File: src/pkg/sfs_pkg.sv
package sfs_pkg;
  localparam int DATA_W = 8;
  localparam int OPCODE_W = 16;
  localparam int BANK_W = 4;
  localparam int FILE_ADDR_W = 8;
  localparam int DOG_W = 8;
  localparam int POST_W = 16;
  localparam logic [7:0] ALL_ONES = 8'hFF;
  localparam logic [7:0] DOG_CLEAR = 8'h00;
  localparam logic [15:0] HALT_OPCODE = 16'h0003;
  localparam logic [6:0] SET_ALL_PREFIX = 7'h34;
  localparam int SET_ALL_PREFIX_LSB = 9;
  localparam int SET_ALL_ACCESS_BIT = 8;
  localparam logic [3:0] ACCESS_BANK = 4'h0;
  localparam logic [3:0] ACCESS_HIGH_BANK = 4'hF;
  localparam logic [7:0] ACCESS_SPLIT = 8'h60;
  localparam logic [7:0] DOG_TERMINAL = 8'hFF;
  // APB register offsets.
  localparam logic [7:0] OFF_STATUS = 8'h00;
  localparam logic [7:0] OFF_IRQ_STAT = 8'h04;
  localparam logic [7:0] OFF_IRQ_MASK = 8'h08;
  localparam logic [7:0] OFF_BANK = 8'h0C;
  localparam logic [7:0] OFF_DOG = 8'h10;
  localparam logic [7:0] OFF_CTRL = 8'h14;
  localparam int ST_TIMEOUT_BIT = 0;
  localparam int ST_POWERDOWN_BIT = 1;
  localparam int ST_SLEEP_BIT = 2;
  localparam int IRQ_SET_ALL_BIT = 0;
  localparam int IRQ_SLEEP_BIT = 1;
  localparam int IRQ_WAKE_BIT = 2;
  localparam int IRQ_W = 3;
  localparam logic [2:0] IRQ_MASK_RESET = 3'h0;
  localparam logic [3:0] BANK_RESET = 4'h0;

  typedef enum logic [1:0] {Q1, Q2, Q3, Q4} sfs_phase_t;

  typedef struct packed {
    logic [11:0] addr;
    logic [7:0] data;
    logic we;
  } sfs_mem_wr_t;
endpackage

File: src/rtl/sfs_watchdog.sv
`timescale 1ns/1ns
`default_nettype none
module sfs_watchdog #(
  parameter int POST_MAX = 16'h0003
) (
  input wire logic ref_clk,
  input wire logic reset,
  input wire logic enable,
  input wire logic clearReq,
  output logic [7:0] count,
  output logic timeoutPulse
);
  logic [15:0] postReg;
  logic [7:0] countReg;

  assign count = countReg;

  // Clear has priority over the tick so a halt never races a time-out.
  always_ff @(posedge ref_clk) begin
    if (reset || clearReq) begin
      postReg <= 16'h0000;
      countReg <= sfs_pkg::DOG_CLEAR; // [RULE6]
      timeoutPulse <= 1'b0;
    end else begin
      timeoutPulse <= 1'b0;
      if (enable) begin
        if (postReg >= POST_MAX[15:0]) begin
          postReg <= 16'h0000;
          if (countReg == sfs_pkg::DOG_TERMINAL) begin
            countReg <= sfs_pkg::DOG_CLEAR;
            timeoutPulse <= 1'b1;
          end else begin
            countReg <= countReg + 8'h01;
          end
        end else begin
          postReg <= postReg + 16'h0001;
        end
      end
    end
  end
endmodule
`default_nettype wire

File: src/rtl/sfs_exec.sv
// Contract
// [RULE1] Set-all-ones is one word, one cycle: decode, read, process, write back.
// [RULE2] Set-all-ones writes FFh to the target and leaves arithmetic flags alone.
// [RULE3] Access bit 0 selects the access bank, 1 selects the bank select register.
// [RULE4] Halt clears the power-down flag.
// [RULE5] Halt sets the time-out flag.
// [RULE6] Halt clears the watchdog counter to 00h and its postscaler.
// [RULE7] Halt enters sleep with oscillator stopped in the fourth phase.
// [RULE8] A watchdog time-out wake clears the time-out flag.
// [RULE9] Halt opcode is 0003h exactly, with no operands.
`timescale 1ns/1ns
`default_nettype none
module sfs_exec #(
  parameter int WATCHDOG_POST = 3
) (
  input wire logic ref_clk,
  input wire logic reset,
  input wire logic instrValid,
  input wire logic [15:0] instrWord,
  input wire logic [7:0] memRdData,
  input wire logic watchdogEnable,
  output logic [11:0] memRdAddr,
  output sfs_pkg::sfs_mem_wr_t memWr,
  output logic [1:0] qPhase,
  output logic instrDone,
  output logic sleeping,
  output logic oscStop,
  output logic timeoutFlag,
  output logic powerdownFlag,
  output logic [7:0] watchdogCount,
  output logic irq,
  input wire logic psel,
  input wire logic penable,
  input wire logic pwrite,
  input wire logic [7:0] paddr,
  input wire logic [31:0] pwdata,
  output logic [31:0] prdata,
  output logic pready,
  output logic pslverr
);
  sfs_pkg::sfs_phase_t phaseReg;
  logic [15:0] instrReg;
  logic isSetAll;
  logic isHalt;
  logic [11:0] targetAddr;
  logic [7:0] readReg;
  logic [3:0] bankSelectReg;
  logic [2:0] irqStatReg;
  logic [2:0] irqMaskReg;
  logic [2:0] irqEvent;
  logic [2:0] irqClear;
  logic sleepReg;
  logic timeoutFlagReg;
  logic powerdownFlagReg;
  logic haltExec;
  logic setAllDone;
  logic dogClear;
  logic dogTimeout;
  logic apbWrite;
  logic apbRead;
  logic ctrlClearReq;

  assign isSetAll = (instrReg[15:9] == sfs_pkg::SET_ALL_PREFIX); // [RULE1]
  assign isHalt = (instrReg == sfs_pkg::HALT_OPCODE); // [RULE9]

  // Access bank splits into low RAM and the high special-function page.
  always_comb begin
    if (instrReg[sfs_pkg::SET_ALL_ACCESS_BIT]) begin
      targetAddr = {bankSelectReg, instrReg[7:0]}; // [RULE3]
    end else if (instrReg[7:0] < sfs_pkg::ACCESS_SPLIT) begin
      targetAddr = {sfs_pkg::ACCESS_BANK, instrReg[7:0]}; // [RULE3]
    end else begin
      targetAddr = {sfs_pkg::ACCESS_HIGH_BANK, instrReg[7:0]}; // [RULE3]
    end
  end

  assign memRdAddr = targetAddr;
  assign qPhase = phaseReg;
  assign sleeping = sleepReg;
  assign oscStop = sleepReg;
  assign timeoutFlag = timeoutFlagReg;
  assign powerdownFlag = powerdownFlagReg;

  // Phase counter stalls while asleep, modelling the stopped oscillator.
  always_ff @(posedge ref_clk) begin
    if (reset) begin
      phaseReg <= sfs_pkg::Q1;
    end else if (!sleepReg) begin
      unique case (phaseReg)
        sfs_pkg::Q1: phaseReg <= sfs_pkg::Q2;
        sfs_pkg::Q2: phaseReg <= sfs_pkg::Q3;
        sfs_pkg::Q3: phaseReg <= sfs_pkg::Q4;
        sfs_pkg::Q4: phaseReg <= sfs_pkg::Q1;
      endcase
    end
  end

  // The instruction is latched in Q1 and decoded across the cycle.
  always_ff @(posedge ref_clk) begin
    if (reset) begin
      instrReg <= 16'h0000;
    end else if (!sleepReg && phaseReg == sfs_pkg::Q1) begin
      instrReg <= instrValid ? instrWord : 16'hFFFF;
    end
  end

  // The read in Q2 is kept for completeness; the result never depends on it.
  always_ff @(posedge ref_clk) begin
    if (reset) begin
      readReg <= 8'h00;
    end else if (phaseReg == sfs_pkg::Q2 && isSetAll) begin
      readReg <= memRdData; // [RULE1]
    end
  end

  always_ff @(posedge ref_clk) begin
    if (reset) begin
      memWr <= '0;
    end else if (!sleepReg && phaseReg == sfs_pkg::Q3 && isSetAll) begin
      memWr.addr <= targetAddr;
      memWr.data <= sfs_pkg::ALL_ONES; // [RULE2]
      memWr.we <= 1'b1; // [RULE1]
    end else begin
      memWr <= '0;
    end
  end

  assign setAllDone = !sleepReg && phaseReg == sfs_pkg::Q4 && isSetAll;
  assign haltExec = !sleepReg && phaseReg == sfs_pkg::Q4 && isHalt;

  always_ff @(posedge ref_clk) begin
    if (reset) begin
      instrDone <= 1'b0;
    end else begin
      instrDone <= !sleepReg && phaseReg == sfs_pkg::Q4;
    end
  end

  always_ff @(posedge ref_clk) begin
    if (reset) begin
      sleepReg <= 1'b0;
    end else if (haltExec) begin
      sleepReg <= 1'b1; // [RULE7]
    end else if (dogTimeout) begin
      sleepReg <= 1'b0;
    end
  end

  // Status flags reset to the power-on state; time-out outside sleep is a reset elsewhere.
  always_ff @(posedge ref_clk) begin
    if (reset) begin
      timeoutFlagReg <= 1'b1;
      powerdownFlagReg <= 1'b1;
    end else if (haltExec) begin
      timeoutFlagReg <= 1'b1; // [RULE5]
      powerdownFlagReg <= 1'b0; // [RULE4]
    end else if (dogTimeout && sleepReg) begin
      timeoutFlagReg <= 1'b0; // [RULE8]
    end
  end

  assign dogClear = haltExec || ctrlClearReq; // [RULE6]

  sfs_watchdog #(
    .POST_MAX(WATCHDOG_POST)
  ) u_dog (
    .ref_clk(ref_clk),
    .reset(reset),
    .enable(watchdogEnable),
    .clearReq(dogClear),
    .count(watchdogCount),
    .timeoutPulse(dogTimeout)
  );

  assign apbWrite = psel && penable && pwrite;
  assign apbRead = psel && !pwrite;
  assign pready = 1'b1;
  assign ctrlClearReq = apbWrite && paddr == sfs_pkg::OFF_CTRL && pwdata[0];

  always_comb begin
    pslverr = 1'b0;
    if (psel && penable) begin
      unique case (paddr)
        sfs_pkg::OFF_STATUS, sfs_pkg::OFF_IRQ_STAT, sfs_pkg::OFF_IRQ_MASK,
        sfs_pkg::OFF_BANK, sfs_pkg::OFF_DOG, sfs_pkg::OFF_CTRL: pslverr = 1'b0;
        default: pslverr = 1'b1;
      endcase
    end
  end

  always_ff @(posedge ref_clk) begin
    if (reset) begin
      prdata <= 32'h0000_0000;
    end else if (apbRead && !penable) begin
      unique case (paddr)
        sfs_pkg::OFF_STATUS: prdata <= {29'h0, sleepReg, powerdownFlagReg, timeoutFlagReg};
        sfs_pkg::OFF_IRQ_STAT: prdata <= {29'h0, irqStatReg};
        sfs_pkg::OFF_IRQ_MASK: prdata <= {29'h0, irqMaskReg};
        sfs_pkg::OFF_BANK: prdata <= {28'h0, bankSelectReg};
        sfs_pkg::OFF_DOG: prdata <= {24'h0, watchdogCount};
        default: prdata <= 32'h0000_0000;
      endcase
    end
  end

  always_ff @(posedge ref_clk) begin
    if (reset) begin
      bankSelectReg <= sfs_pkg::BANK_RESET;
    end else if (apbWrite && paddr == sfs_pkg::OFF_BANK) begin
      bankSelectReg <= pwdata[3:0];
    end
  end

  always_ff @(posedge ref_clk) begin
    if (reset) begin
      irqMaskReg <= sfs_pkg::IRQ_MASK_RESET;
    end else if (apbWrite && paddr == sfs_pkg::OFF_IRQ_MASK) begin
      irqMaskReg <= pwdata[2:0];
    end
  end

  assign irqEvent = {dogTimeout && sleepReg, haltExec, setAllDone};
  assign irqClear = (apbWrite && paddr == sfs_pkg::OFF_IRQ_STAT) ? pwdata[2:0] : 3'h0;

  // A new event in the clearing cycle survives the write-one-to-clear.
  always_ff @(posedge ref_clk) begin
    if (reset) begin
      irqStatReg <= 3'h0;
    end else begin
      irqStatReg <= (irqStatReg & ~irqClear) | irqEvent;
    end
  end

  assign irq = |(irqStatReg & irqMaskReg);
endmodule
`default_nettype wire

File: config.mk
export PLATFORM = sky130hd
export DESIGN_NAME = sfs_exec
export DESIGN_NICKNAME = d
export VERILOG_FILES = /design/src/pkg/sfs_pkg.sv /design/src/rtl/sfs_watchdog.sv /design/src/rtl/sfs_exec.sv
export SDC_FILE = /design/constraint.sdc
export NUM_CORES = 1
export LEC_CHECK = 0
export BUFFER_PORTS_ARGS = -buffer_cell sky130_fd_sc_hd__buf_4
export CORE_MARGIN = 8
export CORE_UTILIZATION = 30
export CTS_CLUSTER_SIZE = 28
export DETAILED_ROUTE_END_ITERATION = 10
export GPL_TIMING_DRIVEN = 0
export SLEW_MARGIN = 20
export SYNTH_ARGS = -nofsm -noshare
export SYNTH_HDL_FRONTEND = slang
export SYNTH_HIERARCHICAL = 1
export SYNTH_SLANG_ARGS = --single-unit
export TNS_END_PERCENT = 50
File: constraint.sdc
create_clock -name ref_clk -period 4.2 [get_ports ref_clk]
set_clock_uncertainty 0.15 [all_clocks]
set_input_delay 0.42 -clock ref_clk [delete_from_list [all_inputs] [get_ports ref_clk]]
set_output_delay 0.42 -clock ref_clk [all_outputs]
set_load 0.05 [all_outputs]
**Word-level counts from Yosys, hierarchy flattened**

Cells that the tools add are included.

- Eq/ne operators: 11
- Reductions and logical operators: 30
- Multiplexer cells: 14
- Add/subtract/negate cells: 2
- Order comparisons: 2
- Bitwise operators: 7

Operators by type and width:

| operator | number |
|---|---|
| one-hot mux 8 bit (5 select lines) | 1 |
| 2-to-1 mux 16 bit | 2 |
| 2-to-1 mux 12 bit | 2 |
| adder 16 x 1 -> 16 bit (second input constant) | 1 |
| equality test 16 x 2 -> 1 bit (second input constant) | 1 |
| equality test 8 x 4 -> 1 bit (second input constant) | 2 |
| equality test 8 x 5 -> 1 bit (second input constant) | 2 |
| greater-or-equal comparator 16 x 2 -> 1 bit (second input constant) | 1 |
| logical AND 1 bit | 16 |
| 2-to-1 mux 9 bit | 1 |
| adder 8 x 1 -> 8 bit (second input constant) | 1 |
| equality test 8 x 3 -> 1 bit (second input constant) | 1 |
| equality test 8 bit (second input constant) | 1 |
| zero test 8 bit | 1 |
| less-than comparator 8 x 7 -> 1 bit (second input constant) | 1 |
| 2-to-1 mux 8 bit | 1 |
| one-hot mux 2 bit (4 select lines) | 1 |
| equality test 7 x 6 -> 1 bit (second input constant) | 1 |
| bitwise AND 3 bit | 2 |
| OR reduction 3 bit | 2 |
| OR reduction 6 bit | 1 |
| 2-to-1 mux 1 bit | 5 |
| equality test 2 bit (second input constant) | 2 |
| OR reduction 2 bit | 2 |
| other kinds (10) | 15 |

- Word-level logic and storage cells: 82
- Input bits: 71
- Output and inout port bits: 83
- Register bits after elaboration: 110

**Longest topological paths before layout**

Gate-level depths: netlist of run 1.

- Word-level depth: 7
- Depth in mapped cells: 9
- Gate-level depth less buffers: 8

**Hierarchy**

Netlist of run 1, hierarchy kept.

By module, submodules not included:

| module | area an instance (sq um) | seq. area each (sq um) | cells an instance | instances |
|---|---|---|---|---|
| sfs_exec | 2529.9 | 1061.0 | 288 | 1 |
| sfs_watchdog | 1171.1 | 500.5 | 130 | 1 |

**Worst setup path after synthesis of run 1**

OpenSTA, ideal clock, no wires.

- Path type: reg-to-reg
- Start: register sleepReg, in the netlist oscStop
- End: register u_dog.countReg[7], in the netlist u_dog/count[7]
- Path buffers: 2
- Arrival: 1997 ps
- Required time: 3972 ps
- Library setup time: 78 ps
- Slack: 1976 ps
- Cell stages (with the launch flop): 9
- Clock period less this slack: 2224 ps
- Cell sequence: dfxtp_1 clkbuf_1 nand2b_1 nor4_1 nand3_1 o31ai_1 or2_2 clkbuf_1 nor3_1

- Word-level cells in the longest chain between the ends: 5

Ends and longest elaborated chain:

| item | RTL line | text |
|---|---|---|
| from (decl) | sfs_exec.sv:52 | `logic sleepReg;` |
| from (signal assigned) | sfs_exec.sv:141 | `sleepReg <= 1'b0;` |
| from (signal assigned) | sfs_exec.sv:143 | `sleepReg <= 1'b1;` |
| from (signal assigned) | sfs_exec.sv:145 | `sleepReg <= 1'b0;` |
| zero test 1 bit | sfs_exec.sv:129 | `assign haltExec = !sleepReg && phaseReg == sfs_pkg::Q4 && isHalt;` |
| logical AND 1 bit (2 in series) | sfs_exec.sv:129 |  |
| logical OR 1 bit | sfs_exec.sv:162 | `assign dogClear = haltExec \|\| ctrlClearReq;` |
| via dogClear | sfs_exec.sv:57 | `logic dogClear;` |
| logical OR 1 bit | sfs_watchdog.sv:20 | `if (reset \|\| clearReq) begin` |
| to (signal assigned) | sfs_watchdog.sv:22 | `countReg <= sfs_pkg::DOG_CLEAR;` |
| to (signal assigned) | sfs_watchdog.sv:30 | `countReg <= sfs_pkg::DOG_CLEAR;` |
| to (signal assigned) | sfs_watchdog.sv:33 | `countReg <= countReg + 8'h01;` |
| to (decl) | sfs_watchdog.sv:14 | `logic [7:0] countReg;` |

The timed path passes the listed nets, and every way through them passes these cells.
A chain may end at the register's enable or synchronous reset.

**Worst setup path after layout of run 1**

- Start: register instrReg[9]
- End: register u_dog.countReg[7], in the netlist u_dog/count[7]

- Word-level cells in the longest chain between the ends: 4

Ends and longest elaborated chain:

| item | RTL line | text |
|---|---|---|
| from (decl) | sfs_exec.sv:42 | `logic [15:0] instrReg;` |
| from (signal assigned) | sfs_exec.sv:103 | `instrReg <= instrValid ? instrWord : 16'hFFFF;` |
| equality test 16 x 2 -> 1 bit | sfs_exec.sv:64 | `assign isHalt = (instrReg == sfs_pkg::HALT_OPCODE);` |
| logical AND 1 bit | sfs_exec.sv:129 |  |
| logical OR 1 bit | sfs_exec.sv:162 |  |
| via dogClear | sfs_exec.sv:57 |  |
| logical OR 1 bit | sfs_watchdog.sv:20 |  |

The timed path passes the listed nets, and every way through them passes these cells.

==> impl_metrics.env, run 1 <==
export IMPL_syn_area_mm2=0.00370
export IMPL_path_max_fanout=7
export IMPL_via_per_inst=4.68
export IMPL_htree_levels=3
export IMPL_whs_ps=182
export IMPL_pre_cts_slack_ps=1690
export IMPL_io_pins=154
export IMPL_drive_above_1_share_pct=31.4
export IMPL_nFillCells=1205
export IMPL_synth_warnings=6
export IMPL_cts_tree="done"
export IMPL_maxClockFrequency_mhz=410
export IMPL_ys_types=51
export IMPL_drt_iter0_drc=231
export IMPL_grt_pass1_vias=3198
export IMPL_netlist_instances=418
export IMPL_slew_violations=0
export IMPL_wl_per_cell_um=14.2
export IMPL_grt_overflow_total=0
export IMPL_dr_pass1_iters=6
export IMPL_synth_main_ff_cell="dfxtp_1"
export IMPL_tightest_slew_ps=906
export IMPL_fin_crit_ps=2440
export IMPL_critPathCaptureType="flop"
export IMPL_layout_commonest_cell="buf_4"
export IMPL_total_power_w=0.00225
export IMPL_rsz0062_at_grt="no"
export IMPL_grt_antenna_before_repair=0
export IMPL_die_area_mm2=0.0161
export IMPL_worstSetupPathType="flop to flop"
export IMPL_hold_path_class="input pin to flop"
export IMPL_clk_pin_slew_worst_paths_ps=60
export IMPL_required_ps=4250
export IMPL_avgSynthCellArea_um2=8.85
export IMPL_layout_nets=616
export IMPL_finalSetupTns_ps=0
export IMPL_rows=40
export IMPL_syn2layout_area_growth_pct=33.7
export IMPL_crit_arrival_ps=2490
export IMPL_max_cap_violations=0
export IMPL_drc=0
export IMPL_port_buffers=88
export IMPL_dp_final_hpwl_mm=7.74
export IMPL_clockBufferDepth=2
export IMPL_seq_area_frac_synth_pct=42.2
export IMPL_cts_resized=0
export IMPL_core_area_mm2=0.0120
export IMPL_status="completed"
export IMPL_max_slew_margin_pct=39.1
export IMPL_power_density_mw_per_mm2=454
export IMPL_cts_inserted_buffers=9
export IMPL_place_gp_congestion=0.844
export IMPL_ir_drop_uv=179
export IMPL_hold_viol_final=0
export IMPL_instances_no_fill=692
export IMPL_p_leak_nw=2.16
export IMPL_cp_start_kind="flop"
export IMPL_synthArstFlopShare_pct=0
export IMPL_synth_edff_count=0
export IMPL_grt_use_total_pct=12.0
export IMPL_cts_root_buffer="clkbuf_16"
export IMPL_via_count=3237
export IMPL_ant_nets=0
export IMPL_synth_seq_cells=78
export IMPL_clk_latency_ps=330
export IMPL_holdBufCountCts=0
export IMPL_period_share_pct=58.0
export IMPL_layout_common_cells="buf_4, dfxtp_1, nor2_1"
export IMPL_die_w_um=127
export IMPL_grt_pass1_wl_mm=15.8
export IMPL_die_h_um=127
export IMPL_dp_cells=676
export IMPL_grt_max_degree=15
export IMPL_cts_num_sinks=78
export IMPL_setup_slack_ps=1760
export IMPL_initial_utilization_pct=30.8
export IMPL_diodes=0
export IMPL_setup_violations=0
export IMPL_drt_wl_total_mm=9.83
export IMPL_postCtsSetupBuffers=0
[report_power, final]
group	leakage (nW)	internal, W	switching (W)
sequential	0.635	0.000794	0.0000500
combinational	1.37	0.000197	0.000397
clock	0.156	0.000498	0.000311
total	2.16	0.00149	0.000758
[kinds of logic (layout without fill, tap and decap cells)]
kind of cell	count (synthesis)	count (layout)	share of synthesized area [%]
other	2	25	0.203
muxes	14	14	4.12
AOI/OAI and AO/OA	70	70	13.5
and+or+nand+nor	146	146	21.6
xor gates and xnor gates	10	10	2.37
DFF	78	78	42.2
buffers and inverters	93	197	14.3
adders and majority gates	5	5	1.69
[registers in the layout, indices dropped and copies added, names as in the netlist]
register,cells
powerdownFlag,1
irqStatReg,3
instrDone,1
bankSelectReg,4
qPhase,2
timeoutFlag,1
irqMaskReg,3
oscStop,1
instrReg,16
u_dog/postReg,16
u_dog/timeoutPulse,1
prdata,8
u_dog/count,8
memWr,13
[worst paths after layout]
kind / slack [ps] / cells after the start / start / endpoint
worst max-delay path: 1760 / 7 / instrReg[9]$_SDFFE_PP0P_ / u_dog/count[7]$_SDFFE_PP0P_
worst min-delay path: 180 / 3 / pwdata[3] / bankSelectReg[3]$_SDFFE_PP0P_
worst max register to register: 1760 / 7 / instrReg[9]$_SDFFE_PP0P_ / u_dog/count[7]$_SDFFE_PP0P_
worst min register to register: 320 / 2 / u_dog/postReg[14]$_SDFFE_PP0P_ / u_dog/postReg[14]$_SDFFE_PP0P_
[final cells by class]
class                      count  area, um2  area share [%]
multi-input combinational    270       1700            34.3
sequential                    78       1560            31.5
timing repair buffer          88        661            13.3
buffer                        61        410            8.29
clock buffer                  11        253            5.11
tap                          147        184            3.72
inverter                      32        120            2.43
clock inverter                 5       65.1            1.31
[synth_stat cells (11+ instances only)]
library cell / instances / share of area, %
a21oi_1: 19 / 2.6
dfxtp_1: 78 / 42
nand4_1: 11 / 1.9
nand3_1: 13 / 1.8
nand2_1: 14 / 1.4
clkbuf_1: 14 / 1.4
inv_1: 32 / 3.2
mux2i_1: 13 / 3.5
and2_1: 12 / 2.0
buf_4: 42 / 8.5
nor2_1: 38 / 3.9
a311oi_1: 16 / 3.8
[per-stage QoR]
step | utilization [%] | area [um2]
floorplan | - | 3790
global placement | 38.6 | 4630
detailed placement | 38.6 | 4630
CTS | 41.2 | 4950
global route | 41.2 | 4950
finish | 41.2 | 4950
[critical path, stage by stage (launching register included)]
cell	delay (ps)
dfxtp_1	310
or4_1	580
nor4_1	290
nand3_1	260
o31ai_1	180
or2_2	170
clkbuf_1	260
nor3_1	110
[per-layer routing]
layer / vias up / global-route usage (%) / share of wire [%]
li1: 1640 / - / -
met1: 1498 / 13.3 / 42
met3: 8 / 4.37 / 6.4
met2: 91 / 21.2 / 51
met5: - / 0 / 0
met4: 0 / 3.50 / 0.94
Power figures use the tool's default switching activity.
==> run 2, diff against run 1 <==
Clock period 4.2 ns to 2.6 ns, I/O delays scaled along.
==> impl_metrics.env, run 2 (synthesis results as in run 1) <==
export IMPL_status="completed"
export IMPL_cts_num_sinks=78
export IMPL_io_pins=154
export IMPL_wl_per_cell_um=14.2
export IMPL_cp_start_kind="flop"
export IMPL_via_per_inst=4.66
export IMPL_power_density_mw_per_mm2=734
export IMPL_core_area_mm2=0.0120
export IMPL_rsz0062_at_grt="no"
export IMPL_fin_crit_ps=2380
export IMPL_grt_overflow_total=0
export IMPL_die_h_um=127
export IMPL_nFillCells=1205
export IMPL_via_count=3220
export IMPL_hold_viol_final=0
export IMPL_final_area_mm2=0.00495
export IMPL_dpl_cell_area_mm2=0.00463
export IMPL_grt_max_degree=15
export IMPL_hold_path_class="input pin to flop"
export IMPL_cpPeakStageDelay_ps=580
export IMPL_dr_pass1_iters=6
export IMPL_whs_ps=18.9
export IMPL_die_area_mm2=0.0161
export IMPL_layout_nets=615
export IMPL_maxClockFrequency_mhz=420
export IMPL_setup_violations=0
export IMPL_layout_common_cells="buf_4, dfxtp_1, nor2_1"
export IMPL_layout_commonest_cell="buf_4"
export IMPL_grt_antenna_before_repair=0
export IMPL_dp_cells=676
export IMPL_top_regs="instrReg (16), u_dog/postReg (16), memWr (13)"
export IMPL_htree_levels=3
export IMPL_dp_final_hpwl_mm=7.74
export IMPL_required_ps=2680
export IMPL_cts_root_buffer="clkbuf_16"
export IMPL_diodes=0
export IMPL_grt_pass1_wl_mm=15.8
export IMPL_worstSetupPathType="flop to flop"
export IMPL_port_buffers=88
export IMPL_period_share_pct=91.7
export IMPL_final_core_util_pct=41.2
export IMPL_drive_above_1_share_pct=31.4
export IMPL_finalSetupTns_ps=0
export IMPL_critPathCaptureType="flop"
export IMPL_tightest_slew_ps=909
export IMPL_instances_no_fill=691
export IMPL_clk_pin_slew_worst_paths_ps=60
export IMPL_clockBufferDepth=2
export IMPL_cp_slowest_cell="or4_1"
export IMPL_grt_use_total_pct=12.0
export IMPL_clk_latency_ps=340
export IMPL_ant_nets=0
export IMPL_max_slew_margin_pct=38.9
export IMPL_max_cap_violations=0
export IMPL_cts_resized=0
export IMPL_grt_pass1_vias=3198
export IMPL_p_leak_nw=2.16
export IMPL_syn2layout_area_growth_pct=33.6
export IMPL_ir_drop_uv=290
export IMPL_die_w_um=127
export IMPL_slew_violations=0
export IMPL_initial_utilization_pct=30.8
export IMPL_place_gp_congestion=0.844
export IMPL_rows=40
export IMPL_drc=0
export IMPL_drt_wl_total_mm=9.83
export IMPL_path_max_fanout=10
export IMPL_crit_arrival_ps=2460
export IMPL_cts_tree="done"
export IMPL_cts_inserted_buffers=9
export IMPL_path_cells="or4_1 -> nor4_1 -> nand3_1 -> o31ai_1 -> nor2_1 -> nand2_4 -> buf_6 -> nor2_2"
export IMPL_drt_iter0_drc=204
-- run 2: cell count changes in the layout (fill, tap and decap cells not counted), sizes merged --
| cell | before | now |
|---|---|---|
| clkbuf | 25 | 24 |
-- run 2: worst paths after layout --
check / startpoint / end / slack (ps) / cells after the start
max: instrReg[9]$_SDFFE_PP0P_ / u_dog/postReg[3]$_SDFFE_PP0P_ / 220 / 8
min: pwdata[3] / bankSelectReg[3]$_SDFFE_PP0P_ / 20 / 3
max reg2reg: instrReg[9]$_SDFFE_PP0P_ / u_dog/postReg[3]$_SDFFE_PP0P_ / 220 / 8
min reg2reg: u_dog/postReg[14]$_SDFFE_PP0P_ / u_dog/postReg[14]$_SDFFE_PP0P_ / 320 / 2
-- run 2: repair_timing --
action | in CTS | in global routing
hold buffers | 0 | 0
endpoints found under the hold margin | 0 | 0
setup endpoints to repair | 0 | 17
buffers inserted | 0 | 0
-- run 2: cell type report --
cell class	count	area (um2)	area share [%]
well taps	147	184	3.72
inverters	32	120	2.43
clock buffers	11	253	5.11
plain buffers	60	407	8.22
repair buffers	88	661	13.4
multi-input cells	270	1700	34.3
clock inverters	5	65.1	1.32
flip-flops and latches	78	1560	31.6
-- run 2: metal layers --
| layer | GRT usage (%) | share of wire (%) |
|---|---|---|
| met3 | 4.37 | 6.1 |
| met2 | 21.2 | 51 |
| met4 | 3.50 | 0.94 |
| met5 | 0 | 0 |
| met1 | 13.3 | 42 |
-- run 2: through the flow --
stage	worst slack, ps	total power, W
2_1_floorplan	376	0.00208
3_3_place_gp	170	0.00234
3_5_place_dp	177	0.00236
4_1_cts	143	0.00367
5_1_grt	5.83	0.00381
6_report	217	0.00363
-- run 2: worst max-delay path, delay by kind of cell (launching register included) --
family / cells / cell delay (ps)
simple gates: 6 / 1430
flops: 1 / 310
compound gates: 1 / 180
buf+inv: 1 / 180
-- run 2: power by group --
| group | switching [W] | internal (W) | leakage [nW] |
|---|---|---|---|
| logic | 0.000641 | 0.000318 | 1.37 |
| registers | 0.0000811 | 0.00128 | 0.635 |
| clock network | 0.000506 | 0.000804 | 0.156 |
| total | 0.00123 | 0.00240 | 2.16 |
